## config.mk

```make
export PLATFORM = sky130hd
export DESIGN_NAME = sadc_core
export DESIGN_NICKNAME = d
export VERILOG_FILES = /design/src/common/sadc_pkg.sv /design/src/rtl/sadc_bit_timer.sv /design/src/rtl/sadc_core.sv
export SDC_FILE = /design/constraint.sdc
export NUM_CORES = 1
export LEC_CHECK = 0
export BUFFER_PORTS_ARGS = -buffer_cell sky130_fd_sc_hd__buf_4
export CAP_MARGIN = 5
export CORE_MARGIN = 3
export CORE_UTILIZATION = 55
export DETAILED_ROUTE_END_ITERATION = 10
export PLACE_DENSITY_LB_ADDON = 0.15
export REMOVE_ABC_BUFFERS = 1
export SETUP_SLACK_MARGIN = 0.5
export SLEW_MARGIN = 30
export SYNTH_ARGS = -nofsm -noshare
export SYNTH_HDL_FRONTEND = slang
export SYNTH_SLANG_ARGS = --single-unit
```

## constraint.sdc

```tcl
create_clock -name ref_clk_in -period 2.9 [get_ports ref_clk_in]
set_input_delay 0.29 -clock ref_clk_in [delete_from_list [all_inputs] [get_ports ref_clk_in]]
set_output_delay 0.29 -clock ref_clk_in [all_outputs]
set_load 0.005 [all_outputs]
```

## src/common/sadc_pkg.sv

```systemverilog
// sadc_pkg: constants and carrier types for the sar converter control block.
// assumes: one 100 MHz reference clock, 8-bit register port, async high reset.
`default_nettype none

package sadc_pkg;

    // ------------------------------------------------------------------
    // register offsets
    // ------------------------------------------------------------------
    localparam logic [7:0] SADC_OFF_RESULT = 8'h1E;    // conversion_result
    localparam logic [7:0] SADC_OFF_CTL0   = 8'h1F;    // converter_control_0
    localparam logic [7:0] SADC_OFF_PINCFG = 8'h9F;    // converter_pin_config
    localparam logic [7:0] SADC_OFF_FLAG   = 8'h0C;    // conv_irq_flag holder

    // ------------------------------------------------------------------
    // field positions
    // ------------------------------------------------------------------
    localparam int SADC_CLKSEL_LSB = 6;                // conv_clock_select 7:6
    localparam int SADC_CHAN_LSB   = 3;                // channel_select 5:3
    localparam int SADC_GO_BIT     = 2;                // start/done status
    localparam int SADC_POWER_BIT  = 0;                // converter_power_on
    localparam int SADC_FLAG_BIT   = 0;                // conv_irq_flag

    // ------------------------------------------------------------------
    // conversion clock select codes and bit period terminal counts
    // ------------------------------------------------------------------
    localparam logic [1:0] SADC_CLK_DIV2  = 2'h0;      // 2 osc periods
    localparam logic [1:0] SADC_CLK_DIV8  = 2'h1;      // 8 osc periods
    localparam logic [1:0] SADC_CLK_DIV32 = 2'h2;      // 32 osc periods
    localparam logic [1:0] SADC_CLK_RC    = 2'h3;      // internal rc clock
    localparam logic [4:0] SADC_TC_DIV2   = 5'h01;     // count 0..1
    localparam logic [4:0] SADC_TC_DIV8   = 5'h07;     // count 0..7
    localparam logic [4:0] SADC_TC_DIV32  = 5'h1F;     // count 0..31

    // ------------------------------------------------------------------
    // conversion sequence
    // ------------------------------------------------------------------
    localparam logic [3:0] SADC_LAST_STEP = 4'h8;      // 9 bit periods: 0..8
    localparam logic [7:0] SADC_MSB_MASK  = 8'h80;     // first trial bit

    // ------------------------------------------------------------------
    // pin use: bit order p0,p1,p2,p3,p5 (bit 4 is p5); 1 = analog
    // ------------------------------------------------------------------
    localparam logic [4:0] SADC_PINS_ALL   = 5'h1F;    // 000, 010
    localparam logic [4:0] SADC_PINS_REF3  = 5'h17;    // 001, 011: p3 is ref
    localparam logic [4:0] SADC_PINS_013   = 5'h0B;    // 100
    localparam logic [4:0] SADC_PINS_01    = 5'h03;    // 101: p3 is ref
    localparam logic [4:0] SADC_PINS_NONE  = 5'h00;    // 11x

    // ------------------------------------------------------------------
    // types
    // ------------------------------------------------------------------
    typedef enum logic [0:0] {
        SADC_IDLE = 1'b0,                              // waiting for start
        SADC_CONV = 1'b1                               // bit periods running
    } sadc_state_t;

    typedef struct packed {
        logic [1:0]  clk_sel;                          // conv_clock_select
        logic [2:0]  chan;                             // channel_select
        logic        go;                               // start/done status
        logic        power;                            // converter_power_on
        logic [2:0]  pcfg;                             // port_pin_config
        logic [4:0]  pin_mask;                         // decoded analog pins
        logic        vref_ext;                         // p3 used as reference
        logic        irq_flag;                         // conv_irq_flag
        sadc_state_t state;                            // sequencer state
        logic [1:0]  conv_sel;                         // clock held per run
        logic [3:0]  step;                             // bit period index
        logic [7:0]  trial;                            // sar trial code
        logic [7:0]  mask;                             // bit under test
        logic [7:0]  rdata;                            // read data
    } sadc_regs_t;

    typedef struct packed {
        logic [4:0]  div;                              // osc cycle count
        logic        rc_prev;                          // last rc level
    } sadc_tmr_t;

    localparam sadc_regs_t SADC_REGS_RST = '{pin_mask: SADC_PINS_ALL, state: SADC_IDLE, default: '0};
    localparam sadc_tmr_t  SADC_TMR_RST  = '{default: '0};

endpackage : sadc_pkg

`default_nettype wire

```

## src/rtl/sadc_bit_timer.sv

```systemverilog
// sadc_bit_timer: makes one pulse per conversion bit period.
// assumes: rc clock level arrives synchronous to ref_clk_in.
`default_nettype none

module sadc_bit_timer (
    // clock and reset
    input  wire logic       ref_clk_in,
    input  wire logic       rst_in,
    // control
    input  wire logic       run_in,
    input  wire logic [1:0] sel_in,
    input  wire logic       rc_clk_in,
    // period pulse
    output logic            tick_out
);

    // ------------------------------------------------------------------
    // state
    // ------------------------------------------------------------------
    sadc_pkg::sadc_tmr_t st_r;                 // registered state
    sadc_pkg::sadc_tmr_t st_nxt;               // next state
    logic [4:0]          tc;                   // terminal count

    // divisor and tick
    always_comb begin
        st_nxt = st_r;
        st_nxt.rc_prev = rc_clk_in;
        tick_out = 1'b0;
        case (sel_in)
            sadc_pkg::SADC_CLK_DIV2:  tc = sadc_pkg::SADC_TC_DIV2;
            sadc_pkg::SADC_CLK_DIV8:  tc = sadc_pkg::SADC_TC_DIV8;
            default:                  tc = sadc_pkg::SADC_TC_DIV32;
        endcase
        if (!run_in) begin
            // counter held clear so every osc-divided run starts a whole period
            st_nxt.div = '0;
        end else if (sel_in == sadc_pkg::SADC_CLK_RC) begin
            // rc period: one tick per rising rc edge
            tick_out = rc_clk_in & ~st_r.rc_prev;
        end else if (st_r.div == tc) begin
            // osc divisor reached
            tick_out = 1'b1;
            st_nxt.div = '0;
        end else begin
            st_nxt.div = st_r.div + 5'h01;
        end
    end

    // state register
    always_ff @(posedge ref_clk_in or posedge rst_in) begin
        if (rst_in) begin
            st_r <= sadc_pkg::SADC_TMR_RST;
        end else begin
            st_r <= st_nxt;
        end
    end

endmodule // sadc_bit_timer

`default_nettype wire

```

## src/rtl/sadc_core.sv

```systemverilog
// sadc_core: register file and successive-approximation sequencer.
// assumes: comparator answer settles within one ref clock; register port
// strobes are single cycle and never overlap.
//
// The strobed register port was decided locally.
`default_nettype none

module sadc_core (
    // clock and reset
    input  wire logic       ref_clk_in,
    input  wire logic       rst_in,
    // register port
    input  wire logic [7:0] addr_in,
    input  wire logic [7:0] wdata_in,
    input  wire logic       wr_in,
    input  wire logic       rd_in,
    output logic      [7:0] rdata_out,
    // device state
    input  wire logic       sleep_in,
    input  wire logic       rc_clk_in,
    // converter core
    input  wire logic       comp_in,
    output logic      [7:0] dac_code_out,
    output logic      [2:0] channel_out,
    output logic            power_on_out,
    output logic            converting_out,
    output logic      [4:0] analog_pins_out,
    output logic            vref_ext_out,
    output logic            conv_irq_flag_out
);

    // ------------------------------------------------------------------
    // declarations
    // ------------------------------------------------------------------
    sadc_pkg::sadc_regs_t st_r;                // all control state
    sadc_pkg::sadc_regs_t st_nxt;              // next control state
    logic [7:0]           result_r;            // conversion_result
    logic                 tick;                // bit period pulse
    logic                 wr_ctl;              // control zero write
    logic                 abort;               // run ends with no result
    logic                 done_evt;            // run completes this cycle
    logic [7:0]           kept;                // trial after comparison
    logic [7:0]           rd_mux;              // read data select

    // ------------------------------------------------------------------
    // bit period timer
    // ------------------------------------------------------------------
    sadc_bit_timer u_timer (
        .ref_clk_in (ref_clk_in),
        .rst_in     (rst_in),
        .run_in     (st_r.state == sadc_pkg::SADC_CONV),
        .sel_in     (st_r.conv_sel),
        .rc_clk_in  (rc_clk_in),
        .tick_out   (tick)
    );

    // ------------------------------------------------------------------
    // events
    // ------------------------------------------------------------------
    assign wr_ctl = wr_in && (addr_in == sadc_pkg::SADC_OFF_CTL0);

    // abort causes: start cleared, power dropped, sleep off the rc clock
    always_comb begin
        abort = 1'b0;
        if (st_r.state == sadc_pkg::SADC_CONV) begin
            if (wr_ctl && (!wdata_in[sadc_pkg::SADC_GO_BIT] || !wdata_in[sadc_pkg::SADC_POWER_BIT])) begin
                abort = 1'b1;
            end
            if (sleep_in && st_r.conv_sel != sadc_pkg::SADC_CLK_RC) begin
                abort = 1'b1;
            end
        end
    end

    assign done_evt = (st_r.state == sadc_pkg::SADC_CONV) && tick && !abort
                      && (st_r.step == sadc_pkg::SADC_LAST_STEP);

    // keep trial bit when sample is at or above the dac level
    assign kept = comp_in ? st_r.trial : (st_r.trial & ~st_r.mask);

    // ------------------------------------------------------------------
    // read mux
    // ------------------------------------------------------------------
    always_comb begin
        case (addr_in)
            sadc_pkg::SADC_OFF_RESULT: rd_mux = result_r;
            sadc_pkg::SADC_OFF_CTL0:   rd_mux = {st_r.clk_sel, st_r.chan, st_r.go, 1'b0, st_r.power};
            sadc_pkg::SADC_OFF_PINCFG: rd_mux = {5'h00, st_r.pcfg};
            sadc_pkg::SADC_OFF_FLAG:   rd_mux = {7'h00, st_r.irq_flag};
            default:                   rd_mux = 8'h00;                  // unmapped
        endcase
    end

    // ------------------------------------------------------------------
    // next state
    // ------------------------------------------------------------------
    always_comb begin
        st_nxt = st_r;
        if (rd_in) begin
            st_nxt.rdata = rd_mux;
        end
        // software writes
        if (wr_ctl) begin
            st_nxt.clk_sel = wdata_in[7:6];
            st_nxt.chan    = wdata_in[5:3];
            st_nxt.power   = wdata_in[sadc_pkg::SADC_POWER_BIT];
            // start only takes while the written power bit is on
            st_nxt.go = wdata_in[sadc_pkg::SADC_GO_BIT] && wdata_in[sadc_pkg::SADC_POWER_BIT];
        end
        if (wr_in && addr_in == sadc_pkg::SADC_OFF_PINCFG) begin
            st_nxt.pcfg = wdata_in[2:0];
        end
        if (wr_in && addr_in == sadc_pkg::SADC_OFF_FLAG) begin
            st_nxt.irq_flag = wdata_in[sadc_pkg::SADC_FLAG_BIT];
        end
        // pin use decode, registered
        case (st_nxt.pcfg)
            3'h0, 3'h2: begin
                st_nxt.pin_mask = sadc_pkg::SADC_PINS_ALL;
                st_nxt.vref_ext = 1'b0;
            end
            3'h1, 3'h3: begin
                st_nxt.pin_mask = sadc_pkg::SADC_PINS_REF3;
                st_nxt.vref_ext = 1'b1;
            end
            3'h4: begin
                st_nxt.pin_mask = sadc_pkg::SADC_PINS_013;
                st_nxt.vref_ext = 1'b0;
            end
            3'h5: begin
                st_nxt.pin_mask = sadc_pkg::SADC_PINS_01;
                st_nxt.vref_ext = 1'b1;
            end
            default: begin
                st_nxt.pin_mask = sadc_pkg::SADC_PINS_NONE;
                st_nxt.vref_ext = 1'b0;
            end
        endcase
        // sequencer
        case (st_r.state)
            sadc_pkg::SADC_IDLE: begin
                if (st_nxt.go && st_nxt.power) begin
                    // begin run, clock choice held for its length
                    st_nxt.state    = sadc_pkg::SADC_CONV;
                    st_nxt.conv_sel = st_nxt.clk_sel;
                    st_nxt.step     = 4'h0;
                    st_nxt.trial    = sadc_pkg::SADC_MSB_MASK;
                    st_nxt.mask     = sadc_pkg::SADC_MSB_MASK;
                end
            end
            sadc_pkg::SADC_CONV: begin
                if (abort) begin
                    // partial code dropped; result untouched
                    st_nxt.state = sadc_pkg::SADC_IDLE;
                    st_nxt.go    = 1'b0;
                end else if (done_evt) begin
                    // completion clears start and sets flag
                    st_nxt.state    = sadc_pkg::SADC_IDLE;
                    st_nxt.go       = 1'b0;
                    st_nxt.irq_flag = 1'b1;    // set beats a same-cycle clear
                    st_nxt.trial    = kept;
                end else if (tick) begin
                    // step 0 is the hold period, steps 1..8 resolve bits
                    st_nxt.step = st_r.step + 4'h1;
                    if (st_r.step != 4'h0) begin
                        st_nxt.trial = kept | (st_r.mask >> 1);
                        st_nxt.mask  = st_r.mask >> 1;
                    end
                end
            end
            default: begin
                st_nxt.state = sadc_pkg::SADC_IDLE;
            end
        endcase
    end

    // ------------------------------------------------------------------
    // registers
    // ------------------------------------------------------------------
    // control state: everything back to reset values
    always_ff @(posedge ref_clk_in or posedge rst_in) begin
        if (rst_in) begin
            st_r <= sadc_pkg::SADC_REGS_RST;
        end else begin
            st_r <= st_nxt;
        end
    end

    // result kept apart: deliberately no reset term
    always_ff @(posedge ref_clk_in) begin
        if (done_evt) begin
            result_r <= kept;
        end else if (wr_in && addr_in == sadc_pkg::SADC_OFF_RESULT) begin
            result_r <= wdata_in;
        end
    end

    // ------------------------------------------------------------------
    // outputs
    // ------------------------------------------------------------------
    assign rdata_out         = st_r.rdata;
    assign dac_code_out      = st_r.trial;
    assign channel_out       = st_r.chan;
    assign power_on_out      = st_r.power;
    assign converting_out    = st_r.state == sadc_pkg::SADC_CONV;
    assign analog_pins_out   = st_r.pin_mask;
    assign vref_ext_out      = st_r.vref_ext;
    assign conv_irq_flag_out = st_r.irq_flag;

    // ------------------------------------------------------------------
    // checks
    // ------------------------------------------------------------------
    logic [8:0] conv_cyc;                      // cycles spent in a run
    logic [8:0] exp_cyc;                       // expected last cycle
    logic       wr_flag;                       // flag register written

    // software may set the flag itself beside an abort
    assign wr_flag = wr_in && (addr_in == sadc_pkg::SADC_OFF_FLAG);

    // run length counter for the timing check
    always_ff @(posedge ref_clk_in or posedge rst_in) begin
        if (rst_in) begin
            conv_cyc <= 9'h000;
        end else if (st_r.state == sadc_pkg::SADC_CONV) begin
            conv_cyc <= conv_cyc + 9'h001;
        end else begin
            conv_cyc <= 9'h000;
        end
    end

    // nine periods of the held divisor, minus the starting cycle
    always_comb begin
        case (st_r.conv_sel)
            sadc_pkg::SADC_CLK_DIV2: exp_cyc = 9'h011;
            sadc_pkg::SADC_CLK_DIV8: exp_cyc = 9'h047;
            default:                 exp_cyc = 9'h11F;
        endcase
    end

    chk_done_event: assert property (@(posedge ref_clk_in) disable iff (rst_in)
        done_evt |=> !st_r.go && st_r.irq_flag && result_r == $past(kept))
        else $error("completion did not load result, clear start and set flag");

    chk_run_length: assert property (@(posedge ref_clk_in) disable iff (rst_in)
        done_evt && st_r.conv_sel != sadc_pkg::SADC_CLK_RC |-> conv_cyc == exp_cyc)
        else $error("conversion length is not nine bit periods");

    chk_off_idle: assert property (@(posedge ref_clk_in) disable iff (rst_in)
        !st_r.power |-> st_r.state == sadc_pkg::SADC_IDLE && !st_r.go)
        else $error("converter running while powered off");

    chk_abort_keeps: assert property (@(posedge ref_clk_in) disable iff (rst_in)
        abort |=> $stable(result_r) && st_r.state == sadc_pkg::SADC_IDLE && !st_r.go
                  && (!$rose(st_r.irq_flag) || $past(wr_flag)))
        else $error("abort changed result, kept running or raised the flag");

    chk_sleep_abort: assert property (@(posedge ref_clk_in) disable iff (rst_in)
        sleep_in && converting_out && st_r.conv_sel != sadc_pkg::SADC_CLK_RC |=> !converting_out ##1 !converting_out)
        else $error("conversion kept running in sleep without rc clock");

    chk_step_shift: assert property (@(posedge ref_clk_in) disable iff (rst_in)
        converting_out && tick && !abort && !done_evt && st_r.step != 4'h0
        |=> st_r.mask == ($past(st_r.mask) >> 1) && st_r.step == $past(st_r.step) + 4'h1)
        else $error("approximation step did not advance by one bit");

    chk_pins_full: assert property (@(posedge ref_clk_in) disable iff (rst_in)
        st_r.pcfg[2:1] != 2'h2 && !st_r.pcfg[2] |-> analog_pins_out[3] == !st_r.pcfg[0] && analog_pins_out[2])
        else $error("pin use wrong for full analog codes");

    chk_pins_digital: assert property (@(posedge ref_clk_in) disable iff (rst_in)
        st_r.pcfg[2] |-> !analog_pins_out[2] && !analog_pins_out[4] && (st_r.pcfg[1] == (analog_pins_out == 5'h00)))
        else $error("pin use wrong for reduced analog codes");

    chk_cfg_zero: assert property (@(posedge ref_clk_in) disable iff (rst_in)
        rd_in && addr_in == sadc_pkg::SADC_OFF_PINCFG |=> rdata_out[7:3] == 5'h00)
        else $error("unimplemented pin config bits read non-zero");

    chk_reset_off: assert property (@(posedge ref_clk_in)
        $past(rst_in) && !rst_in |-> !power_on_out && !converting_out && analog_pins_out == 5'h1F)
        else $error("reset left converter on or pins not analog");

    cov_done: cover property (@(posedge ref_clk_in) disable iff (rst_in) done_evt);
    cov_abort: cover property (@(posedge ref_clk_in) disable iff (rst_in) abort);
    cov_rc_sleep: cover property (@(posedge ref_clk_in) disable iff (rst_in)
        done_evt && sleep_in && st_r.conv_sel == sadc_pkg::SADC_CLK_RC);
    cov_go_off: cover property (@(posedge ref_clk_in) disable iff (rst_in)
        wr_ctl && wdata_in[sadc_pkg::SADC_GO_BIT] && !wdata_in[sadc_pkg::SADC_POWER_BIT]);

endmodule // sadc_core

`default_nettype wire

```

# == Word level (Yosys, flattened, before mapping) ==
# Index checks and enable logic that the tools add are counted.
# totals
register_bits,62
latchBits,0
ramBits,0
mem_bits_ro,0
inputBits,23
output_inout_bits,28
word_cells,106
mem_count,0
# op_classes
add_sub_neg,2
n_mul,0
n_div,0
n_lt_le_gt_ge,0
n_eq_ne,22
shifts,0
mux,34
n_bitwise,6
reduce_logical,25
# ops
operator,n
$mux 20,2
$mux 8,5
$pmux 20 s2,1
$pmux 8 s4,1
$pmux 6 s4,1
$mux 23,1
$eq 8x5->1 const B,2
$mux 16,1
$mux 5,3
$mux 1,13
$logic_and 1x1->1,11
$ne 2x2->1 const B,5
$pmux 5 s2,1
$and 8x8->8,1
$eq 8x4->1 const B,1
$eq 8x8->1 const B,1
$not 8->8,1
$or 8x7->8,1
$reduce_and 4->1,2
$mux 7,1
$eq 3x2->1 const B,2
$eq 3x3->1 const B,2
$ne 3x1->1 const B,2
$add 5x1->5 const B,1
22 further kinds,27

# == Longest topological paths before layout ==
# Gate-level depths: netlist of run 1.
# logic_depth
depth_word,12
mapped_depth,8
depth_no_buf,6

# == Cells and area by module ==
# A second synthesis of run 1 with hierarchy kept.
# unflattened
hier_cells,305
hier_area_um2,3213.1
# modules_own_cells
mod,n_inst,cells_each,area_per_inst_um2,seq_area_each_um2
sadc_core,1,266,2830.2,1395.1
sadc_bit_timer,1,39,382.9,150.1

# == Least setup slack after synthesis of run 1 ==
# Ideal clock, no wire load.
# synth_timing
path_kind,reg-to-reg
start,register st_r[29] (netlist name)
end,register result_r[0] (enable)
setup_ps,329
arrival_time_ps,1909
t_required_ps,2571
setup_slack_ps,662
stages_incl_launch_ff,7
n_path_buf,2
synth_period_minus_slack_ps,2238
path_cell_list,dfrtp_1 or3_1 o211a_1 buf_2 or3_1 buf_6 nand2_1
# synth_via
elab_chain_cells,10
word_cells_on_any_way,17
cone_classes,4 x eq/ne; 6 x mux; 7 x reduce/logical
# synth_lines
element,line_no,source
start: declaration,sadc_core.sv:35,sadc_pkg::sadc_regs_t st_r;
start signal: assignment,sadc_core.sv:183,st_r <= sadc_pkg::SADC_REGS_RST;
start signal: assignment,sadc_core.sv:185,st_r <= st_nxt;
$eq 2x1->1 / $logic_not 2->1 (equally long branches),sadc_bit_timer.sv:29,case (sel_in)
$pmux 5 s2,sadc_bit_timer.sv:29,
$eq 5x5->1,sadc_bit_timer.sv:40,end else if (st_r.div == tc) begin
$mux 1,sadc_bit_timer.sv:40,
$mux 1,sadc_bit_timer.sv:37,end else if (sel_in == sadc_pkg::SADC_CLK_RC) begin
$mux 1,sadc_bit_timer.sv:34,if (!run_in) begin
$logic_and 1x1->1,sadc_core.sv:75,assign done_evt = (st_r.state == sadc_pkg::SADC_CONV) && tick && !abort
$logic_and 1x1->1 *,sadc_core.sv:75,
$logic_and 1x1->1 *,sadc_core.sv:76,&& (st_r.step == sadc_pkg::SADC_LAST_STEP);
$reduce_bool 2->1 (no source line) *,--,
end signal: assignment,sadc_core.sv:192,result_r <= kept;
end signal: assignment,sadc_core.sv:194,result_r <= wdata_in;
end: declaration,sadc_core.sv:37,logic [7:0] result_r;
# Mark *: on every way between the ends. The rest lies on a longest branch, timed or not.
# A chain may end at the register's enable or synchronous reset.

# == Final worst setup path of run 1 ==
# layout_timing
start,register u_timer.st_r[3] (netlist name)
end,register result_r[0] (enable)
# layout_via
elab_chain_cells,8
# layout_lines
element,line_no,source
start: declaration,sadc_bit_timer.sv:20,sadc_pkg::sadc_tmr_t st_r;
start signal: assignment,sadc_bit_timer.sv:52,st_r <= sadc_pkg::SADC_TMR_RST;
start signal: assignment,sadc_bit_timer.sv:54,st_r <= st_nxt;
$eq 5x5->1,sadc_bit_timer.sv:40,
$mux 1,sadc_bit_timer.sv:40,
$mux 1,sadc_bit_timer.sv:37,
$mux 1,sadc_bit_timer.sv:34,
$logic_and 1x1->1 (2 in a row),sadc_core.sv:75,
$logic_and 1x1->1,sadc_core.sv:76,
$reduce_bool 2->1 (no source line),--,
# Every way passes these cells.

==> impl_metrics.py, run 1 <==
metrics = {
    "status": {
        "status": "finished clean",
    },
    "floorplanning": {
        "fp.dieH_um": 82.1,
        "die_w_um": 82.1,
        "placementRows": 27,
        "start_util_pct": 57.4,
        "ioPinCount": 51,
        "core_region_area_mm2": 0.00554,
        "die_area_mm2": 0.00673,
    },
    "setup_path": {
        "cp-start-kind": "flip-flop",
        "required_ps": 2900,
        "crit_type": "flip-flop to flip-flop",
        "critPathArrivalTime_ps": 2270,
        "r2r-start": "u_timer.st_r[3]",
        "worst_setup_path_end_kind": "flip-flop",
        "worst-path-max-fanout": 10,
        "startpoint": "u_timer.st_r[3]",
    },
    "global_route": {
        "grt_antenna_before_repair": 0,
        "grt_pass1_vias": 2385,
        "grt_use_total_pct": 23.0,
        "grt_remaining_overflow": 0,
        "grt_pass1_wl_um": 11600,
        "grt_max_degree": 40,
    },
    "routing": {
        "drt-total-wl_um": 7330,
        "drt_iter0_drc": 177,
        "wire_per_inst_um": 16.6,
        "drc": 0,
        "drt_pre_antenna_iters": 4,
        "vias": 2530,
        "antenna_left": 0,
        "routed_via_density": 5.72,
    },
    "finish": {
        "drive_gt1_share_pct": 24.1,
        "nFillCells": 469,
        "syn2layout_area_growth_pct": 16.9,
        "antenna_cells": 0,
        "finalNetCount": 391,
        "final_util_pct": 67.1,
    },
    "timing": {
        "tns_ps": 0,
        "drv_slew": 0,
        "fmax_mhz": 441,
        "setup_viol": 0,
        "finalHoldViolations": 0,
        "fin_crit_sh_pct": 78.1,
        "worst_slew_pin_slew_ps": 900,
        "period_needed_ps": 2270,
        "slew_headroom_pct": 39.5,
        "finClkSkew_ps": 9.28,
        "fin_ws_ps": 635,
        "grt_setup_unrepaired": "yes",
    },
    "synthesis": {
        "synth_edf_count": 8,
        "synth_cell_types": 47,
        "avgSynthCellArea_um2": 9.64,
        "yosys.area.top_type_share_pct": 38.5,
        "netlist_top_cells_area": "dfrtp_1 39%, edfxtp_1 7.6%, buf_4 5.7%, nand2_1 5.1%, mux2i_1 3.5%",
        "ys_ff_latch": 60,
        "ys_async_sr_fraction_pct": 86.7,
        "yosys_warnings": 0,
        "synthFlopType": "dfrtp_1",
        "synth_area_leader_cell": "dfrtp_1",
        "syn_area_mm2": 0.00318,
        "synthCells": 330,
        "synth-seq-area-share_pct": 48.6,
        "synth_common_cells": "49 x dfrtp_1, 43 x nand2_1, 24 x buf_4, 21 x inv_1, 17 x nor2_1",
        "yosysMostFrequentCell": "dfrtp_1",
    },
    "clock_network": {
        "htree_levels": 3,
        "tritoncts": "built",
        "cts_setup_buffers": 0,
        "insertion_delay_ps": 330,
        "root_buffer": "clkbuf_8",
        "clk_path_buf_depth": 2,
        "clock_sinks": 60,
        "cts_buffers": 9,
        "path_clk_slew_ps": 70,
    },
    "pwr": {
        "leakage_nw": 1.70,
        "peakVddDrop_v": 0.000348,
        "p_per_area_mw_per_mm2": 510,
    },
    "place": {
        "portBuffers": 50,
        "gp_congestion": 0.808,
        "hpwl_um": 5330,
        "post-place-ws_ps": 628,
    },
    "hold_path": {
        "min_from": "rc_clk_in",
        "holdCritPathClass": "input port to flip-flop",
    },
    "job": {
        "cap_violations": 0,
    },
}
registers in the layout (all words and copies together) (netlist names), 3 cells and up:
name,cells
st_r,20
dac_code_out,8
rdata_out,8
result_r,8
u_timer.st_r,6
analog_pins_out,3
channel_out,3
stage by stage:
stage	total power, mW	instances	hold slack, ps	area, µm²
3_3_place_gp	1.03	425	256	3470
3_5_place_dp	1.03	425	258	3470
5_1_grt	1.95	442	69.8	3720
2_1_floorplan	0.960	295	321	2950
6_report	1.90	442	78.8	3720
4_1_cts	1.91	442	67.0	3720
power breakdown:
| part | switching (mW) | internal, mW | leakage (nW) |
|---|---|---|---|
| Sequential | 0.0195 | 0.874 | 0.753 |
| Clock | 0.327 | 0.552 | 0.122 |
| Combinational | 0.0643 | 0.0588 | 0.824 |
| Total | 0.411 | 1.48 | 1.70 |
logic make-up after synthesis:
family	count (synthesis)	synth area share, %
AOI/OAI and AO/OA	69	14.4
muxes	19	6.29
xor gates and xnor gates	1	0.275
adders and majority gates	3	1.18
DFF	60	48.6
buffers and inverters	56	9.83
and+or+nand+nor	122	19.5
path summary, 6_finish.rpt:
check	end	slack, ps	depth (start not counted)
min	u_timer.st_r[0]	80	1
max in group asynchronous	st_r[27]	1640	4
max	result_r[0]	630	5
min in group asynchronous	dac_code_out[1]	450	3
max reg2reg	result_r[0]	630	5
min reg2reg	analog_pins_out[1]	520	1
routing by layer:
layer / part of all wire [%] / vias to the layer above / GRT usage (%)
li1: - / 1230 / -
met5: 0 / - / 0
met4: 1.5 / 0 / 11.1
met3: 6.0 / 9 / 4.71
met2: 47 / 75 / 35.1
met1: 45 / 1216 / 31.2
placed cells by master, fill, tap and decap left out, types with 6 or more instances in the layout:
cell / n
a21oi_1: 9
a22oi_1: 8
buf_4: 58
clkbuf_8: 12
dfrtp_1: 49
edfxtp_1: 8
inv_1: 20
mux2_2: 8
mux2i_1: 11
nand2_1: 43
nand2b_1: 9
nand3_1: 16
nor2_1: 17
nor3_1: 7
o2111ai_1: 6
o211ai_1: 8
o21ai_0: 16
o22ai_1: 7
critical path, cell delays in order (launching register included):
cell,delay (ps)
dfrtp_1,440
nor4_1,280
o21ai_0,160
o211a_2,360
or3_1,410
nand2_1,270
timing repair:
action | CTS | global route
endpoints found under the setup margin | 0 | 9
hold buffers | 1 | 0
resized for setup | 0 | 1
endpoints found under the hold margin | 13 | 0
layout make-up:
| class | instances | area, µm² | share of cell area, % |
|---|---|---|---|
| inverter | 21 | 78.8 | 2.12 |
| clock buffer | 12 | 165 | 4.44 |
| timing repair buffer | 59 | 445 | 12.0 |
| multi-input combinational | 214 | 1320 | 35.6 |
| tap | 72 | 90.1 | 2.42 |
| sequential | 60 | 1550 | 41.6 |
| clock inverter | 4 | 70.1 | 1.88 |
No activity file was read; power rests on OpenSTA's default activity.
==> run 2: changes to the inputs <==
Settings changed: CORE_UTILIZATION 55 to 51.
Clock period 2.9 ns to 2.08 ns, I/O delays scaled along.
==> run 2 against run 1 <==
  * First-iteration DRC count down 24%
  * Worst hold slack better by 40 ps
  * Via count up 4.3%
  * Critical path depth unchanged
  * Maximum frequency up 13%
  * Global-route usage down 0.29 points
  * Non-clock buffer count up 27
  * Largest cell class is now multi-input combinational cells
  * Highest routed layer unchanged
==> impl_metrics.py, run 2 (synthesis results as in run 1) <==
metrics = {
    "status": {
        "status": "finished clean",
    },
    "setup_path": {
        "worst_setup_path_end_kind": "flip-flop",
        "critPathArrivalTime_ps": 2070,
        "worst-path-max-fanout": 6,
        "cp-start-kind": "flip-flop",
        "required_ps": 2150,
        "crit_type": "flip-flop to flip-flop",
    },
    "routing": {
        "vias": 2640,
        "drc": 0,
        "routed_via_density": 5.61,
        "dr.max_layer_used": "met4",
        "drt_pre_antenna_iters": 4,
        "wl_met2_um": 3760,
        "antenna_left": 0,
        "drt_iter0_drc": 134,
        "drt-total-wl_um": 8100,
        "met3WireLength_um": 438,
        "drt-met1-wl_um": 3810,
        "wire_per_inst_um": 17.2,
    },
    "timing": {
        "period_needed_ps": 2000,
        "drv_slew": 0,
        "finalHoldViolations": 0,
        "fin_hold_ws_ps": 119,
        "finClkSkew_ps": 7.14,
        "setup_viol": 0,
        "worst_slew_pin_slew_ps": 746,
        "tns_ps": 0,
        "fin_ws_ps": 82.3,
        "slew_headroom_pct": 50.2,
        "fin_crit_sh_pct": 96.0,
        "grt_setup_unrepaired": "yes",
        "fmax_mhz": 501,
    },
    "clock_network": {
        "insertion_delay_ps": 330,
        "root_buffer": "clkbuf_8",
        "path_clk_slew_ps": 70,
        "cts_buffers": 9,
        "clk_path_buf_depth": 2,
        "tritoncts": "built",
        "clock_sinks": 60,
        "htree_levels": 3,
    },
    "place": {
        "hpwl_um": 5460,
        "dpl-instance-area_mm2": 0.00363,
        "gp_congestion": 0.817,
        "place_inst": 449,
        "post-place-ws_ps": -37.2,
        "portBuffers": 50,
    },
    "finish": {
        "final_cell_mix": "77 x buf_4, 47 x dfrtp_1, 42 x nand2_1",
        "instances_no_fill": 471,
        "regMostFlops": "st_r",
        "finalNetCount": 418,
        "syn2layout_area_growth_pct": 30.8,
        "final_util_pct": 69.4,
        "largest_register_ffs": 20,
        "antenna_cells": 0,
        "final_area_mm2": 0.00416,
        "final_common_cell": "buf_4",
        "drive_gt1_share_pct": 35.6,
    },
    "pwr": {
        "p_total_mw": 2.51,
        "seqPwrFrac_pct": 49.8,
        "switching_power_mw": 0.583,
        "intPower_mw": 1.93,
        "swShare_pct": 23.2,
        "p_comb_share_pct": 7.9,
        "leakage_nw": 1.85,
        "peakVddDrop_v": 0.000382,
        "clkPwrFrac_pct": 42.3,
        "p_per_area_mw_per_mm2": 604,
    },
    "global_route": {
        "grt_remaining_overflow": 0,
        "grt_antenna_before_repair": 0,
        "grt_pass1_vias": 2642,
        "grt_pass1_wl_um": 13100,
        "grt_max_degree": 30,
        "grt_use_total_pct": 22.7,
    },
    "floorplanning": {
        "start_util_pct": 53.1,
        "placementRows": 28,
        "die_area_mm2": 0.00722,
        "core_region_area_mm2": 0.00599,
        "ioPinCount": 51,
        "die_w_um": 85.0,
        "fp.dieH_um": 85.0,
    },
    "job": {
        "cap_violations": 0,
    },
    "hold_path": {
        "holdCritPathClass": "input port to flip-flop",
    },
}
[run 2: per-layer routing]
layer / track usage, % / up-vias
met3: 4.08 / 9
met1: 33.6 / 1272
met2: 33.5 / 76
li1: - / 1283
met5: 0 / -
met4: 7.77 / 0
[run 2: final cells by class]
class,instances,area [µm²]
tap,75,93.8
fill,480,1830
inverter,21,78.8
multi-input combinational,214,1570
sequential,60,1550
clock inverter,2,35.0
clock buffer,13,159
timing repair buffer,86,681
[run 2: what timing repair did]
| action | 4_1_cts | 5_1_grt |
|---|---|---|
| setup endpoints to repair | 41 | 48 |
| gates resized for setup | 33 | 25 |
| hold buffers | 2 | 0 |
| endpoints found under the hold margin | 25 | 0 |
| pin swaps | 9 | 8 |
| buffers inserted | 3 | 2 |
[run 2: worst max-delay path, stage by stage, from the launching register on]
cell     delay [ps]
dfrtp_2         450
or3_4           380
o211a_1         250
or3_4           410
buf_6           140
mux2i_1         120
[run 2: path summary, 6_finish.rpt]
check                                    start             end  slack, ps  cells after the start
worst min-delay path               wdata_in[3]  channel_out[0]        120                      2
min in group asynchronous               rst_in        st_r[40]        510                      3
worst min register to register  channel_out[1]  channel_out[1]        530                      1
worst max register to register        st_r[29]     result_r[6]         80                      5
max in group asynchronous               rst_in        st_r[29]        910                      4
worst max-delay path                  st_r[29]     result_r[6]         80                      5
[run 2: power groups by stage]
stage                     Combinational [mW]  Clock, mW  Sequential [mW]
after detailed placement               0.177          0             1.27
after global placement                 0.174          0             1.27
final                                  0.199       1.06             1.25
after CTS                              0.189       1.06             1.25
after floorplan                       0.0750          0             1.26
after global routing                   0.221       1.13             1.25
